$ cat src/hdl/abl_cfg.svh
`ifndef ABL_CFG_SVH
`define ABL_CFG_SVH
// ****************************************
// timing
// ****************************************
`define ABL_CLK_NS        4
`define ABL_FILT_NS       1000
`define ABL_FILT_CYC      ((`ABL_FILT_NS + `ABL_CLK_NS - 1) / `ABL_CLK_NS)
`define ABL_CLR_MIN_NS    2000
`define ABL_CLR_MIN_CYC   ((`ABL_CLR_MIN_NS + `ABL_CLK_NS - 1) / `ABL_CLK_NS)
`define ABL_CLR_MAX_NS    20000
`define ABL_CLR_MAX_CYC   (`ABL_CLR_MAX_NS / `ABL_CLK_NS)
`define ABL_REC_MS        100
`define ABL_REC_CYC       (`ABL_REC_MS * 1000000 / `ABL_CLK_NS)
`define ABL_GATE_STEP_CYC 16
// ****************************************
// levels
// ****************************************
`define ABL_GATE_MAX_UA   8'he6
`define ABL_CODE_MAX      8'hff
`define ABL_CODE_MIN      8'h00
`define ABL_CODE_INIT     8'he1
// ****************************************
// register map
// ****************************************
`define ABL_CTRL_ADDR     8'h00
`define ABL_STAT_ADDR     8'h04
`define ABL_CTRL_RST      32'h0004_00fa
`define ABL_CTRL_DP_LSB   16
`define ABL_STAT_OPEN_LSB 4
`define ABL_STAT_SHRT_LSB 8
`define ABL_STAT_DET_LSB  12
`define ABL_STAT_CODE_LSB 16
`define ABL_STAT_CUT_BIT  24
`define ABL_STAT_DER_BIT  25
`endif

$ cat src/hdl/abl_pkg.sv
package abl_pkg;
  // ****************************************
  // device states
  // ****************************************
  typedef enum logic [1:0] {
    ABL_STANDBY  = 2'b00,
    ABL_START    = 2'b01,
    ABL_ACTIVE   = 2'b10,
    ABL_RECOVERY = 2'b11
  } abl_state_t;
endpackage

$ cat src/hdl/abl_top.sv
`timescale 1ns/1ps
// Contract
// - grounded sinks detected at start, then excluded
// - sink PWM follows input PWM directly
// - enable ramps FET gate current to 230
// - shutdown turns power FET off
// - recovery state turns power FET off
// - thermistor onset starts current de-rating
// - de-rated to 17.5 percent cuts current off
// - grounded setpoint disables thermal de-rating
// - target follows highest forward voltage string
// - target moves in steps of span/256
// - periodic downward pressure on target
// - three comparators per sink, 1 us filtered
// - all inside window holds target, except on periodic downward-pressure ticks
// - all above high headroom steps down
// - any below low headroom steps up
// - maximum target and low sink flags open
// - short level with other in window flags short
// - recovery: outputs off, fault low, 100 ms retry
// - LED fault disables only faulty string
// - short enable low pulse clears LED faults
// - long enable low enters standby
`include "abl_cfg.svh"
module abl_top import abl_pkg::*; #(
  parameter int NSINK       = 4,
  parameter int REC_CYC     = `ABL_REC_CYC,
  parameter int CLR_MAX_CYC = `ABL_CLR_MAX_CYC
) (
  input  wire logic             ref_clk,
  input  wire logic             rst_n,
  input  wire logic [7:0]       reg_addr,
  input  wire logic [31:0]      reg_wdata,
  input  wire logic             reg_wr,
  input  wire logic             reg_rd,
  output logic      [31:0]      reg_rdata,
  input  wire logic             io_supply_enable_pin,
  input  wire logic             pwm_in,
  input  wire logic             input_overvoltage_fault,
  input  wire logic             input_undervoltage_lockout,
  input  wire logic             input_overcurrent_fault,
  input  wire logic             die_overtemperature_shutdown,
  input  wire logic             thermal_setpoint_grounded,
  input  wire logic             thermistor_onset,
  input  wire logic             thermistor_cutoff,
  input  wire logic [NSINK-1:0] sink_below_low,
  input  wire logic [NSINK-1:0] sink_above_mid,
  input  wire logic [NSINK-1:0] sink_above_short,
  input  wire logic [NSINK-1:0] sink_grounded,
  output logic      [NSINK-1:0] sink_pwm,
  output logic      [7:0]       boost_target,
  output logic                  boost_enable,
  output logic      [7:0]       power_fet_gate_drive,
  output logic                  fault_n,
  output logic                  derate_active,
  output logic                  led_current_cut
);
  localparam int NCMP = 3 * NSINK;
  localparam int NIN  = 9 + 4 * NSINK;
  localparam int RW   = $clog2(REC_CYC + 1);
  localparam int LW   = $clog2(CLR_MAX_CYC + 1);

  // ****************************************
  // pin synchronisers
  // ****************************************
  logic [NIN-1:0] raw_in;
  logic [NIN-1:0] sync1;
  logic [NIN-1:0] sync2;
  logic [NIN-1:0] sync3;
  logic [NIN-1:0] clean;
  logic [NIN-1:0] next_clean;

  assign raw_in = {sink_grounded, sink_above_short, sink_above_mid, sink_below_low,
                   thermistor_cutoff, thermistor_onset, thermal_setpoint_grounded,
                   die_overtemperature_shutdown, input_overcurrent_fault,
                   input_undervoltage_lockout, input_overvoltage_fault, pwm_in,
                   io_supply_enable_pin};

  // a bit only moves when stages two and three agree
  always_comb begin
    next_clean = (sync2 & sync3) | (clean & (sync2 ^ sync3));
  end

  always_ff @(posedge ref_clk) begin
    if (!rst_n) begin
      sync1 <= '0;
      sync2 <= '0;
      sync3 <= '0;
      clean <= '0;
    end else begin
      sync1 <= raw_in;
      sync2 <= sync1;
      sync3 <= sync2;
      clean <= next_clean;
    end
  end

  logic en;
  logic pwm;
  logic sys_fault;
  logic thermal_setpoint_pin_gnd;
  logic onset;
  logic cutoff;
  logic [NSINK-1:0] strap;
  logic [NCMP-1:0]  cmp_in;

  assign en        = clean[0];
  assign pwm       = clean[1];
  assign sys_fault = |clean[5:2];
  assign thermal_setpoint_pin_gnd  = clean[6];
  assign onset     = clean[7];
  assign cutoff    = clean[8];
  assign cmp_in    = clean[9 +: NCMP];
  assign strap     = clean[9 + NCMP +: NSINK];

  // ****************************************
  // comparator filters
  // ****************************************
  logic [NCMP-1:0] cmp_filt;

  // a level must hold for the full filter time before it is taken
  for (genvar g = 0; g < NCMP; g++) begin : g_filt
    logic [7:0] cnt;
    logic [7:0] next_cnt;
    logic       next_f;
    always_comb begin
      next_cnt = '0;
      next_f   = cmp_filt[g];
      if (cmp_in[g] != cmp_filt[g]) begin
        if (cnt == 8'(`ABL_FILT_CYC - 1)) begin
          next_f = cmp_in[g];
        end else begin
          next_cnt = cnt + 8'h01;
        end
      end
    end
    always_ff @(posedge ref_clk) begin
      if (!rst_n) begin
        cnt         <= '0;
        cmp_filt[g] <= 1'b0;
      end else begin
        cnt         <= next_cnt;
        cmp_filt[g] <= next_f;
      end
    end
  end

  logic [NSINK-1:0] below_low;
  logic [NSINK-1:0] above_mid;
  logic [NSINK-1:0] above_short;
  assign below_low   = cmp_filt[0 +: NSINK];
  assign above_mid   = cmp_filt[NSINK +: NSINK];
  assign above_short = cmp_filt[2*NSINK +: NSINK];

  // ****************************************
  // control register
  // ****************************************
  logic [31:0] ctrl;
  logic [31:0] next_ctrl;
  logic [15:0] adapt_div;
  logic [3:0]  dp_div;
  assign adapt_div = ctrl[15:0];
  assign dp_div    = ctrl[`ABL_CTRL_DP_LSB +: 4];

  always_comb begin
    next_ctrl = ctrl;
    if (reg_wr && reg_addr == `ABL_CTRL_ADDR) begin
      next_ctrl = {12'h000, reg_wdata[19:0]};
    end
  end

  // ****************************************
  // sequencing and adaptation
  // ****************************************
  abl_state_t       state;
  abl_state_t       next_state;
  logic [NSINK-1:0] det;
  logic [NSINK-1:0] next_det;
  logic [NSINK-1:0] open_f;
  logic [NSINK-1:0] next_open;
  logic [NSINK-1:0] short_f;
  logic [NSINK-1:0] next_short;
  logic [7:0]       next_code;
  logic [7:0]       next_gate;
  logic [15:0]      tick_cnt;
  logic [15:0]      next_tick;
  logic [3:0]       dp_cnt;
  logic [3:0]       next_dp;
  logic [3:0]       gstep;
  logic [3:0]       next_gstep;
  logic [RW-1:0]    rec_cnt;
  logic [RW-1:0]    next_rec;
  logic [LW-1:0]    low_cnt;
  logic [LW-1:0]    next_low;
  logic             therm_cut;
  logic             next_cut;
  logic [NSINK-1:0] act;
  logic [NSINK-1:0] window;
  logic [NSINK-1:0] short_new;
  logic             any_low;
  logic             all_mid;
  logic             adapt_tick;
  logic             dp_tick;
  logic             derate;

  assign act        = det & ~open_f & ~short_f;
  assign window     = act & ~below_low & ~above_mid;
  assign any_low    = |(below_low & act);
  assign all_mid    = (act != '0) && ((above_mid & act) == act);
  assign adapt_tick = (tick_cnt >= adapt_div);
  assign dp_tick    = adapt_tick && (dp_cnt >= dp_div);
  assign derate     = onset && !thermal_setpoint_pin_gnd;

  // a string over the short level while another sits in the window
  always_comb begin
    for (int i = 0; i < NSINK; i++) begin
      short_new[i] = act[i] && above_short[i] && ((window & ~(NSINK'(1) << i)) != '0);
    end
  end

  always_comb begin
    next_state = state;
    next_det   = det;
    next_open  = open_f;
    next_short = short_f;
    next_code  = boost_target;
    next_tick  = adapt_tick ? 16'h0000 : tick_cnt + 16'h0001;
    next_dp    = dp_cnt;
    next_rec   = '0;
    next_low   = '0;
    next_gate  = power_fet_gate_drive;
    next_gstep = gstep + 4'h1;
    // soft gate ramp limits inrush while enabled
    if (gstep == 4'(`ABL_GATE_STEP_CYC - 1) && power_fet_gate_drive != `ABL_GATE_MAX_UA) begin
      next_gate = power_fet_gate_drive + 8'h01;
    end
    // cut latches until the temperature is back in range; clear wins
    next_cut = (therm_cut && derate) || (derate && cutoff);
    unique case (state)
      ABL_STANDBY: begin
        next_gate  = '0;
        next_code  = `ABL_CODE_INIT;
        next_open  = '0;
        next_short = '0;
        if (en) begin
          next_det   = ~strap;
          next_state = ABL_START;
        end
      end
      ABL_START: begin
        if (!en) begin
          next_state = ABL_STANDBY;
        end else if (sys_fault) begin
          next_state = ABL_RECOVERY;
        end else if (power_fet_gate_drive == `ABL_GATE_MAX_UA) begin
          next_state = ABL_ACTIVE;
        end
      end
      ABL_ACTIVE: begin
        if (sys_fault) begin
          next_state = ABL_RECOVERY;
        end else if (!en) begin
          // low pulse: leds dark, long one means standby
          next_low = (low_cnt == LW'(CLR_MAX_CYC)) ? low_cnt : low_cnt + LW'(1);
          if (low_cnt >= LW'(CLR_MAX_CYC - 1)) begin
            next_state = ABL_STANDBY;
          end
        end else begin
          if (low_cnt >= LW'(`ABL_CLR_MIN_CYC)) begin
            next_open  = '0;
            next_short = '0;
          end
          if (adapt_tick) begin
            next_dp = dp_tick ? 4'h0 : dp_cnt + 4'h1;
            if (any_low) begin
              if (boost_target != `ABL_CODE_MAX) begin
                next_code = boost_target + 8'h01;
              end else begin
                next_open = next_open | (below_low & act);
              end
            end else if (all_mid || dp_tick) begin
              if (boost_target != `ABL_CODE_MIN) begin
                next_code = boost_target - 8'h01;
              end
            end
          end
          next_short = next_short | short_new;
        end
      end
      ABL_RECOVERY: begin
        next_gate = '0;
        next_rec  = (rec_cnt == RW'(REC_CYC - 1)) ? rec_cnt : rec_cnt + RW'(1);
        if (rec_cnt == RW'(REC_CYC - 1) && !sys_fault) begin
          next_state = ABL_START;
          next_rec   = '0;
        end
      end
    endcase
  end

  // outputs are registered from the present state
  logic             led_on;
  logic [NSINK-1:0] next_pwm;
  assign led_on   = (state == ABL_ACTIVE) && en && !therm_cut;
  assign next_pwm = {NSINK{pwm && led_on}} & act;

  always_ff @(posedge ref_clk) begin
    if (!rst_n) begin
      state                <= ABL_STANDBY;
      ctrl                 <= `ABL_CTRL_RST;
      det                  <= '0;
      open_f               <= '0;
      short_f              <= '0;
      boost_target         <= `ABL_CODE_INIT;
      power_fet_gate_drive <= '0;
      tick_cnt             <= '0;
      dp_cnt               <= '0;
      gstep                <= '0;
      rec_cnt              <= '0;
      low_cnt              <= '0;
      therm_cut            <= 1'b0;
      sink_pwm             <= '0;
      boost_enable         <= 1'b0;
      fault_n              <= 1'b1;
      derate_active        <= 1'b0;
      led_current_cut      <= 1'b0;
    end else begin
      state                <= next_state;
      ctrl                 <= next_ctrl;
      det                  <= next_det;
      open_f               <= next_open;
      short_f              <= next_short;
      boost_target         <= next_code;
      power_fet_gate_drive <= next_gate;
      tick_cnt             <= next_tick;
      dp_cnt               <= next_dp;
      gstep                <= next_gstep;
      rec_cnt              <= next_rec;
      low_cnt              <= next_low;
      therm_cut            <= next_cut;
      sink_pwm             <= next_pwm;
      boost_enable         <= (state == ABL_START) || (state == ABL_ACTIVE);
      fault_n              <= !((state == ABL_RECOVERY) || (|open_f) || (|short_f));
      derate_active        <= derate;
      led_current_cut      <= therm_cut;
    end
  end

  // ****************************************
  // register read
  // ****************************************
  logic [31:0] stat;
  always_comb begin
    stat = '0;
    stat[1:0] = state;
    stat[`ABL_STAT_OPEN_LSB +: NSINK] = open_f;
    stat[`ABL_STAT_SHRT_LSB +: NSINK] = short_f;
    stat[`ABL_STAT_DET_LSB +: NSINK]  = det;
    stat[`ABL_STAT_CODE_LSB +: 8]     = boost_target;
    stat[`ABL_STAT_CUT_BIT]           = therm_cut;
    stat[`ABL_STAT_DER_BIT]           = derate;
  end

  // unmapped addresses and idle cycles read as zero
  always_ff @(posedge ref_clk) begin
    if (!rst_n) begin
      reg_rdata <= '0;
    end else if (reg_rd && reg_addr == `ABL_CTRL_ADDR) begin
      reg_rdata <= ctrl;
    end else if (reg_rd && reg_addr == `ABL_STAT_ADDR) begin
      reg_rdata <= stat;
    end else begin
      reg_rdata <= '0;
    end
  end
endmodule

$ cat config.mk
export PLATFORM = sky130hd
export DESIGN_NAME = abl_top
export DESIGN_NICKNAME = d
export VERILOG_FILES = /design/src/hdl/abl_pkg.sv /design/src/hdl/abl_top.sv
export VERILOG_INCLUDE_DIRS = /design/src /design/src/hdl
export SDC_FILE = /design/constraint.sdc
export NUM_CORES = 1
export LEC_CHECK = 0
export BUFFER_PORTS_ARGS = -buffer_cell sky130_fd_sc_hd__buf_2
export CORE_MARGIN = 5
export CORE_UTILIZATION = 59
export DETAILED_ROUTE_END_ITERATION = 8
export GPL_ROUTABILITY_DRIVEN = 0
export PLACE_DENSITY = 0.87
export SLEW_MARGIN = 10
export SYNTH_ARGS = -nofsm -noshare
export SYNTH_HDL_FRONTEND = slang
export SYNTH_SLANG_ARGS = --single-unit
$ cat constraint.sdc
create_clock -name ref_clk -period 3.01 [get_ports ref_clk]
set_input_delay 0.4515 -clock ref_clk [delete_from_list [all_inputs] [get_ports ref_clk]]
set_output_delay 0.4515 -clock ref_clk [all_outputs]
set_load 0.1 [all_outputs]
==> flow_summary.ini, run 1 <==
[logic_synthesis]
yosysMostFrequentCell = dfxtp_1
synth_area_mm2 = 0.01452
yosys_register_bits = 355
synth_ff_type = dfxtp_1
seq_area_frac_synth_pct = 48.94
syn_inst = 1525
synth_cell_types = 65
synth_warnings = 0
syn_avg_cell_area_um2 = 9.523
netlist_top_cells_count = dfxtp_1 (355), nor2_1 (220), nand2_1 (115), xor2_1 (89), ha_1 (87)
synth.top_cell.area_share_pct = 48.94
yosysTopAreaCell = dfxtp_1
netlist_top_cells_area = dfxtp_1 (49%), ha_1 (7.5%), nor2_1 (5.7%), xor2_1 (5.4%), and2_1 (3.6%)
synthArstFlopShare_pct = 0
synth_edf_count = 0

[route]
drt_iter0_drc = 630
routed_wl_mm = 29.85
first_pass_iters = 7
vias = 10640
antenna_left = 0
vias_per_cell = 5.355
post_drt_wl_per_cell_um = 15.03
drc = 0

[floorplan]
fp.coreArea_mm2 = 0.02425
die_height_um = 166.9
io-pin-count = 125
rows = 57
initial_core_util_pct = 59.89
die_x_um = 166.9
die_area_mm2 = 0.02785

[final_layout]
nNetsFinal = 1793
synthToLayoutAreaGrowth_pct = 13.81
final_cells = 1986
num_antenna_cells = 0
drive_gt1_share_pct = 11.61
final.fill_count = 1769

[sta]
tightest_slew_ns = 0.9006
whs_ns = 0.1366
report.final.slew_viol_count = 0
setup_ws_ns = 0.1174
period_minus_slack_ns = 2.893
slew-limit-headroom_pct = 39.79
fin_setup_tns_ns = 0
fin_skew_ns = 0.01708
finalHoldViolations = 0
fmax_ghz = 0.3457
fin_crit_sh_pct = 96.10
setup_viol = 0

[hold_path]
hold_class = in2reg
min_path_cells = 2
min_to = sync1[7]$_SDFF_PN0_
hp-start = thermistor_onset

[critical_path]
crit_buf_inv = 1
arrival_ns = 3.25
cp_top_family = simple AND/OR/NAND/NOR gates
reg2reg_to = boost_target[7]$_SDFFE_PN1P_
cp_data_required_time_ns = 3.37
worstReg2RegStart = open_f[2]$_SDFFE_PN0P_
rrSetupSlack_ns = 0.12
crit_path_max_incr_delay_ns = 0.42
cp_cell_sequence = and4bb_2 -> nor4_4 -> buf_6 -> ha_1 -> a21oi_2 -> o21ai_0 -> a2111oi_2 -> or3_1 -> xnor2_1 -> a41oi_1
crit_fanout = 10
startpoint_type = flop
crit_type = reg2reg
crit_path_top_delay_cell = or3_1
end_kind = flop
reg2reg_depth = 10

[grt]
grtUsageMet2_pct = 36.90
grt_max_degree = 80
grt_antenna_before_repair = 0
gr-usage-met1_pct = 24.75
grt.total_usage_pct = 20.85
grt_pass1_wl_mm = 49.65
grt_remaining_overflow = 0
met3_usage_pct = 4.100
grt.busiest_layer = met2
grt_pass1_vias = 10700

[clocking]
cts_max_path_buffers = 3
h-tree-depth = 2
hold_buffers = 0
clk_latency_ns = 0.52
cts_buffers = 36
root_buffer = clkbuf_16
clock_sinks = 355
path_clk_slew_ns = 0.06
tritoncts = done

[run]
max_cap_violations = 0

[placement]
port_buffers = 106
numPlacedInstances = 1922
hpwlAfterDp_mm = 20.47
dp_slack_ns = 0.1499

[status]
status = complete, no violations

[power]
power.density_mw_per_mm2 = 576.1
power_uw = 9522
max-vdd-ir-drop_mv = 0.5269
p_leak_uw = 0.006697
layout by cell type, fill, tap and decap left out, types with 4 or more instances in the layout:
cell	count
dfxtp_1	355
nor2_1	220
nand2_1	115
buf_2	105
xor2_1	89
ha_1	87
and2_1	84
nand3_1	80
xnor2_1	58
inv_1	54
nor2b_1	45
a21oi_1	39
clkbuf_16	37
and3_1	35
mux2i_1	32
nor3_1	31
a21boi_0	18
o21ai_0	17
nand3b_1	13
nand4_1	9
o211ai_1	9
clkbuf_1	9
nor4_1	8
buf_4	8
conb_1	6
clkinv_2	6
o211a_1	5
clkbuf_8	5
or3b_1	4
o21ai_2	4
a32oi_1	4
o2111ai_1	4
bufinv_16	4
state kept, by name (all words and copies together), names as in the netlist, 2 cells and up:
name                  cells
g_filt.cnt               96
reg_rdata                26
clean                    25
rec_cnt                  25
sync1                    25
sync2                    25
sync3                    25
ctrl                     20
tick_cnt                 16
low_cnt                  13
boost_target              8
power_fet_gate_drive      8
above_mid                 4
above_short               4
below_low                 4
det                       4
dp_cnt                    4
gstep                     4
open_f                    4
short_f                   4
sink_pwm                  4
state                     2
cell families after synthesis:
| family | synth area share [%] |
|---|---|
| AO/OA/AOI/OAI | 6.022 |
| adder cells (fa/ha/maj) | 7.633 |
| other | 0.02582 |
| XOR/XNOR | 8.865 |
| buffers and inverters | 2.972 |
| flip-flops | 48.94 |
| multiplexers | 2.206 |
| AND/OR/NAND/NOR | 23.34 |
through the flow:
| step | instance area (um2) | utilization [%] |
|---|---|---|
| after floorplan | 14540 | - |
| after global placement | 15310 | 63.14 |
| after detailed placement | 15310 | 63.14 |
| after CTS | 16520 | 68.11 |
| after global routing | 16530 | 68.16 |
| final | 16530 | 68.16 |
metal layers:
layer | share of wire, % | up-vias
met3 | 4.2 | 76
li1 | - | 5294
met4 | 3.9 | 0
met1 | 42 | 5032
met2 | 50 | 234
met5 | 0 | -
cell type report:
type,count,area (um2),area share (%)
Clock buffer,51,1028,6.223
Clock inverter,13,175.2,1.060
Inverter,54,202.7,1.226
Multi-Input combinational cell,1075,7013,42.43
Sequential cell,355,7107,43.00
Tap cell,324,405.4,2.453
Timing Repair Buffer,114,596.8,3.611
timing repair:
action | CTS | global route
setup endpoints to repair | 1 | 1
buffers inserted | 0 | 0
pin swaps | 0 | 2
gates resized for setup | 1 | 3
cloned | 0 | 0
power by group:
part | internal (uW) | leakage (uW) | switching (uW) | total [uW]
Clock | 2730 | 0.000592 | 1770 | 4500
Combinational | 94.9 | 0.00323 | 146 | 240
Sequential | 4750 | 0.00287 | 26.7 | 4780
Total | 7580 | 0.00670 | 1940 | 9520
worst max-delay path by stage:
stage                            from                           end  slack (ns)  depth (start not counted)
2_1_floorplan  open_f[1]$_SDFFE_PN0P_  boost_target[7]$_SDFFE_PN1P_        0.23                         10
3_3_place_gp   open_f[3]$_SDFFE_PN0P_  boost_target[7]$_SDFFE_PN1P_        0.18                         10
3_5_place_dp   open_f[3]$_SDFFE_PN0P_  boost_target[7]$_SDFFE_PN1P_        0.15                         10
4_1_cts        open_f[3]$_SDFFE_PN0P_  boost_target[7]$_SDFFE_PN1P_        0.04                         10
5_1_grt        open_f[2]$_SDFFE_PN0P_  boost_target[7]$_SDFFE_PN1P_       -0.07                         10
6_report       open_f[2]$_SDFFE_PN0P_  boost_target[7]$_SDFFE_PN1P_        0.12                         10
Power figures use the tool's default switching activity.
==> run 2, diff against run 1 <==
- CORE_ASPECT_RATIO: default -> 0.8
- clock period: 3.01 -> 3.2 ns (I/O delays scaled with it)
==> flow_summary.ini, run 2 (same netlist as run 1, synthesis figures left out) <==
[final_layout]
top_regs = g_filt.cnt: 96 flops, reg_rdata: 26 flops
num_antenna_cells = 0
seq_area_mm2 = 0.007107
regMostFlops = g_filt.cnt
final.fill_count = 1815
drive_gt1_share_pct = 11.43
synthToLayoutAreaGrowth_pct = 12.98
multi_input_area_mm2 = 0.007004
final_cells = 1971
final_cell_mix = dfxtp_1 (355), nor2_1 (220), nand2_1 (115), buf_2 (105), xor2_1 (89)
nNetsFinal = 1788
final_common_cell = dfxtp_1
largest_register_ffs = 96

[critical_path]
reg2reg_to = boost_target[7]$_SDFFE_PN1P_
cp-endpoint = boost_target[7]$_SDFFE_PN1P_
crit_start = open_f[1]$_SDFFE_PN0P_
end_kind = flop
crit_fanout = 10
reg2reg_depth = 10
crit_buf_inv = 1
crit_type = reg2reg
crit_path_top_delay_cell = dfxtp_1
startpoint_type = flop
arrival_ns = 3.30
worstReg2RegStart = open_f[1]$_SDFFE_PN0P_
cp_data_required_time_ns = 3.55
crit_path_max_incr_delay_ns = 0.43
cp_cell_sequence = and4bb_4 -> nor4_4 -> buf_4 -> ha_1 -> a21oi_1 -> o21ai_0 -> a2111oi_1 -> or3_1 -> xnor2_1 -> a41oi_1
cp_top_family = compound AO/OA/AOI/OAI gates
path_depth = 10
rrSetupSlack_ns = 0.25

[placement]
numPlacedInstances = 1912
port_buffers = 106
hpwlAfterDp_mm = 19.82
dp_slack_ns = 0.3369

[sta]
whs_ns = 0.1694
fin_skew_ns = 0.01479
slew-limit-headroom_pct = 42.19
setup_viol = 0
setup_ws_ns = 0.2532
fin_crit_sh_pct = 92.09
report.final.slew_viol_count = 0
period_minus_slack_ns = 2.947
finalHoldViolations = 0
tightest_slew_ns = 0.8648
fmax_ghz = 0.3394

[clocking]
cts_max_path_buffers = 3
hold_buffers = 0
path_clk_slew_ns = 0.06
root_buffer = clkbuf_16
clock_sinks = 355
tritoncts = done
post_cts.repair.setup_buffers = 0
h-tree-depth = 2
cts_buffers = 35
clk_latency_ns = 0.51

[floorplan]
die_height_um = 150.3
io-pin-count = 125
die_area_mm2 = 0.02787
initial_core_util_pct = 59.73
die_x_um = 185.4
rows = 51
fp.coreArea_mm2 = 0.02431

[power]
power_uw = 8703
max-vdd-ir-drop_mv = 0.5570
p_leak_uw = 0.006647
power.density_mw_per_mm2 = 530.4

[route]
antenna_left = 0
first_pass_iters = 5
drt_iter0_drc = 619
vias = 10600
vias_per_cell = 5.378
routed_wl_mm = 28.43
post_drt_wl_per_cell_um = 14.42
drc = 0

[grt]
grt_max_degree = 149
grt_antenna_before_repair = 0
grt_pass1_wl_mm = 47.98
grt.total_usage_pct = 20.36
grt_pass1_vias = 10560
grt_remaining_overflow = 0

[run]
max_cap_violations = 0

[status]
status = complete, no violations

[hold_path]
hold_class = in2reg
[run 2: changes by cell type in the layout (fill, tap and decap cells not counted), moves of 2 or more]
cell	previous run	this run
clkbuf_1	9	2
buf_4	8	4
bufinv_16	4	2
clkbuf_16	37	35
clkbuf_8	5	7
clkinv_2	6	8
[run 2: routing by layer]
metal / GRT usage (%) / up-vias / share of wire, %
met4: 7.300 / 0 / 2.9
li1: - / 5273 / -
met5: 0 / - / 0
met3: 3.816 / 77 / 5.7
met2: 34.48 / 260 / 48
met1: 26.13 / 4991 / 44
[run 2: final cells by class]
| cell class | instances | area share [%] |
|---|---|---|
| Clock buffer | 44 | 5.971 |
| Clock inverter | 15 | 0.8617 |
| Inverter | 54 | 1.235 |
| Multi-Input combinational cell | 1075 | 42.69 |
| Sequential cell | 355 | 43.31 |
| Tap cell | 318 | 2.425 |
| Timing Repair Buffer | 110 | 3.508 |
[run 2: power breakdown]
part	leakage, uW	internal, uW	switching, uW	total, uW
combinational	0.00322	88.6	135	223
sequential	0.00287	4470	24.4	4490
clock	0.000557	2330	1650	3990
[run 2: what timing repair did]
action	4_1_cts	5_1_grt
resized for setup	0	1
hold endpoints to repair	0	0
setup endpoints to repair	0	1
[run 2: per-stage QoR]
stage	util, %	instance area [um2]	setup TNS, ns
2_1_floorplan	-	14540	0
3_3_place_gp	62.87	15290	0
3_5_place_dp	62.87	15290	0
4_1_cts	67.48	16410	0
5_1_grt	67.49	16410	-0.004275
6_report	67.49	16410	0
[run 2: worst min path at each step]
stage	end	start	slack, ns	cells past startpoint
after floorplan	sync2[0]$_SDFF_PN0_	sync1[0]$_SDFF_PN0_	0.41	1
after global routing	sync1[14]$_SDFF_PN0_	sink_above_mid[1]	0.17	2
after CTS	sync1[13]$_SDFF_PN0_	sink_above_mid[0]	0.15	2
after detailed placement	sync2[6]$_SDFF_PN0_	sync1[6]$_SDFF_PN0_	0.42	1
after global placement	sync2[5]$_SDFF_PN0_	sync1[5]$_SDFF_PN0_	0.42	1
final	sync1[13]$_SDFF_PN0_	sink_above_mid[0]	0.17	2
==> run 3, diff against run 2 <==
- CELL_PAD_IN_SITES_DETAIL_PLACEMENT: default -> 1
- CELL_PAD_IN_SITES_GLOBAL_PLACEMENT: default -> 1
- CORE_UTILIZATION: 59 -> 46
==> flow_summary.ini, run 3 (same netlist as run 1, synthesis figures left out) <==
[sta]
slew-limit-headroom_pct = 37.67
rsz0062_at_grt = false
setup_ws_ns = 0.2186
fin_skew_ns = 0.01410
whs_ns = 0.1644
fin_crit_sh_pct = 93.17
fmax_ghz = 0.3354
fin_setup_tns_ns = 0
finalHoldViolations = 0
tightest_slew_ns = 0.9323
setup_viol = 0
report.final.slew_viol_count = 0
period_minus_slack_ns = 2.981

[status]
status = complete, no violations

[clocking]
clk_latency_ns = 0.53
tritoncts = done
cts_max_path_buffers = 3
path_clk_slew_ns = 0.06
post_cts.repair.setup_buffers = 0
clock_sinks = 355
hold_buffers = 0
root_buffer = clkbuf_16
h-tree-depth = 2
cts_buffers = 36

[route]
routed_wl_mm = 35.33
vias_per_cell = 5.204
drt_iter0_drc = 449
post_drt_wl_per_cell_um = 16.97
drc = 0
first_pass_iters = 5
antenna_left = 0
vias = 10830

[final_layout]
synthToLayoutAreaGrowth_pct = 14.63
top_regs = g_filt.cnt: 96 flops, reg_rdata: 26 flops
drive_gt1_share_pct = 11.67
final_common_cell = dfxtp_1
final.fill_count = 3544
final_cell_mix = dfxtp_1 (355), nor2_1 (220), nand2_1 (115), buf_2 (105), xor2_1 (89)
num_antenna_cells = 0
final_cells = 2082
nNetsFinal = 1794
final_util_pct = 53.22
largest_register_ffs = 96
regMostFlops = g_filt.cnt

[grt]
grt_pass1_vias = 11790
grt.total_usage_pct = 19.93
grt_remaining_overflow = 0
grt_antenna_before_repair = 0
grt_pass1_wl_mm = 58.68
grt_max_degree = 86

[power]
power.density_mw_per_mm2 = 537.2
p_leak_uw = 0.006699
max-vdd-ir-drop_mv = 0.3216

[floorplan]
fp.coreArea_mm2 = 0.03128
die_height_um = 168.9
io-pin-count = 125
die_area_mm2 = 0.03525
initial_core_util_pct = 46.43
die_x_um = 208.7
rows = 58

[critical_path]
crit_fanout = 10
worstReg2RegStart = open_f[1]$_SDFFE_PN0P_
crit_start = open_f[1]$_SDFFE_PN0P_
crit_type = reg2reg
arrival_ns = 3.36
end_kind = flop
cp_data_required_time_ns = 3.58
startpoint_type = flop

[placement]
hpwlAfterDp_mm = 25.21
port_buffers = 106
numPlacedInstances = 2019
dp_slack_ns = 0.1804

[hold_path]
hold_class = in2reg
hp-start = input_undervoltage_lockout

[run]
max_cap_violations = 0
==> run 3: layout make-up <==
| class | instances | area, um2 | share of cell area, % |
|---|---|---|---|
| Sequential cell | 355 | 7107 | 42.69 |
| Multi-Input combinational cell | 1075 | 7013 | 42.13 |
| Clock buffer | 55 | 1094 | 6.569 |
| Timing Repair Buffer | 115 | 613.1 | 3.683 |
| Tap cell | 420 | 525.5 | 3.157 |
| Inverter | 54 | 202.7 | 1.218 |
| Clock inverter | 8 | 92.59 | 0.5562 |
==> run 3: path summary, 6_finish.rpt <==
kind,endpoint,slack [ns],cells past startpoint
hold / removal,sync1[3]$_SDFF_PN0_,0.16,2
setup reg to reg,boost_target[7]$_SDFFE_PN1P_,0.22,10
setup / recovery,boost_target[7]$_SDFFE_PN1P_,0.22,10
hold reg to reg,sync2[9]$_SDFF_PN0_,0.43,1
==> run 3: timing repair <==
action                                  4_1_cts  5_1_grt
hold endpoints to repair                      0        0
resized for setup                             0        3
endpoints found under the setup margin        0        1
==> run 3: per-layer routing <==
layer / global-route usage, % / share of wire, %
met5: 0 / 0
met4: 4.991 / 1.8
met3: 3.835 / 4.1
met2: 36.61 / 51
met1: 24.13 / 44
==> run 3: report_power, final <==
group / total [uW] / switching (uW) / internal, uW
combinational: 236 / 145 / 91.5
sequential: 4490 / 26.1 / 4470
clock: 4210 / 1700 / 2510
total: 8940 / 1870 / 7070
==> run 3: worst max-delay path: stages, from the launching register on <==
cell and delay (ns):
dfxtp_1 0.40, and4bb_4 0.27, nor4_4 0.41, buf_4 0.26
ha_1 0.30, a21oi_2 0.20, o21ai_0 0.15, a2111oi_2 0.40
or3_1 0.19, xnor2_1 0.12, a41oi_1 0.13
==> run 3: metrics by stage <==
stage	total power (uW)	area (um2)
2_1_floorplan	4746	14540
3_5_place_dp	4828	15450
6_report	8943	16650
4_1_cts	9071	16640
5_1_grt	9269	16650
3_3_place_gp	4812	15450
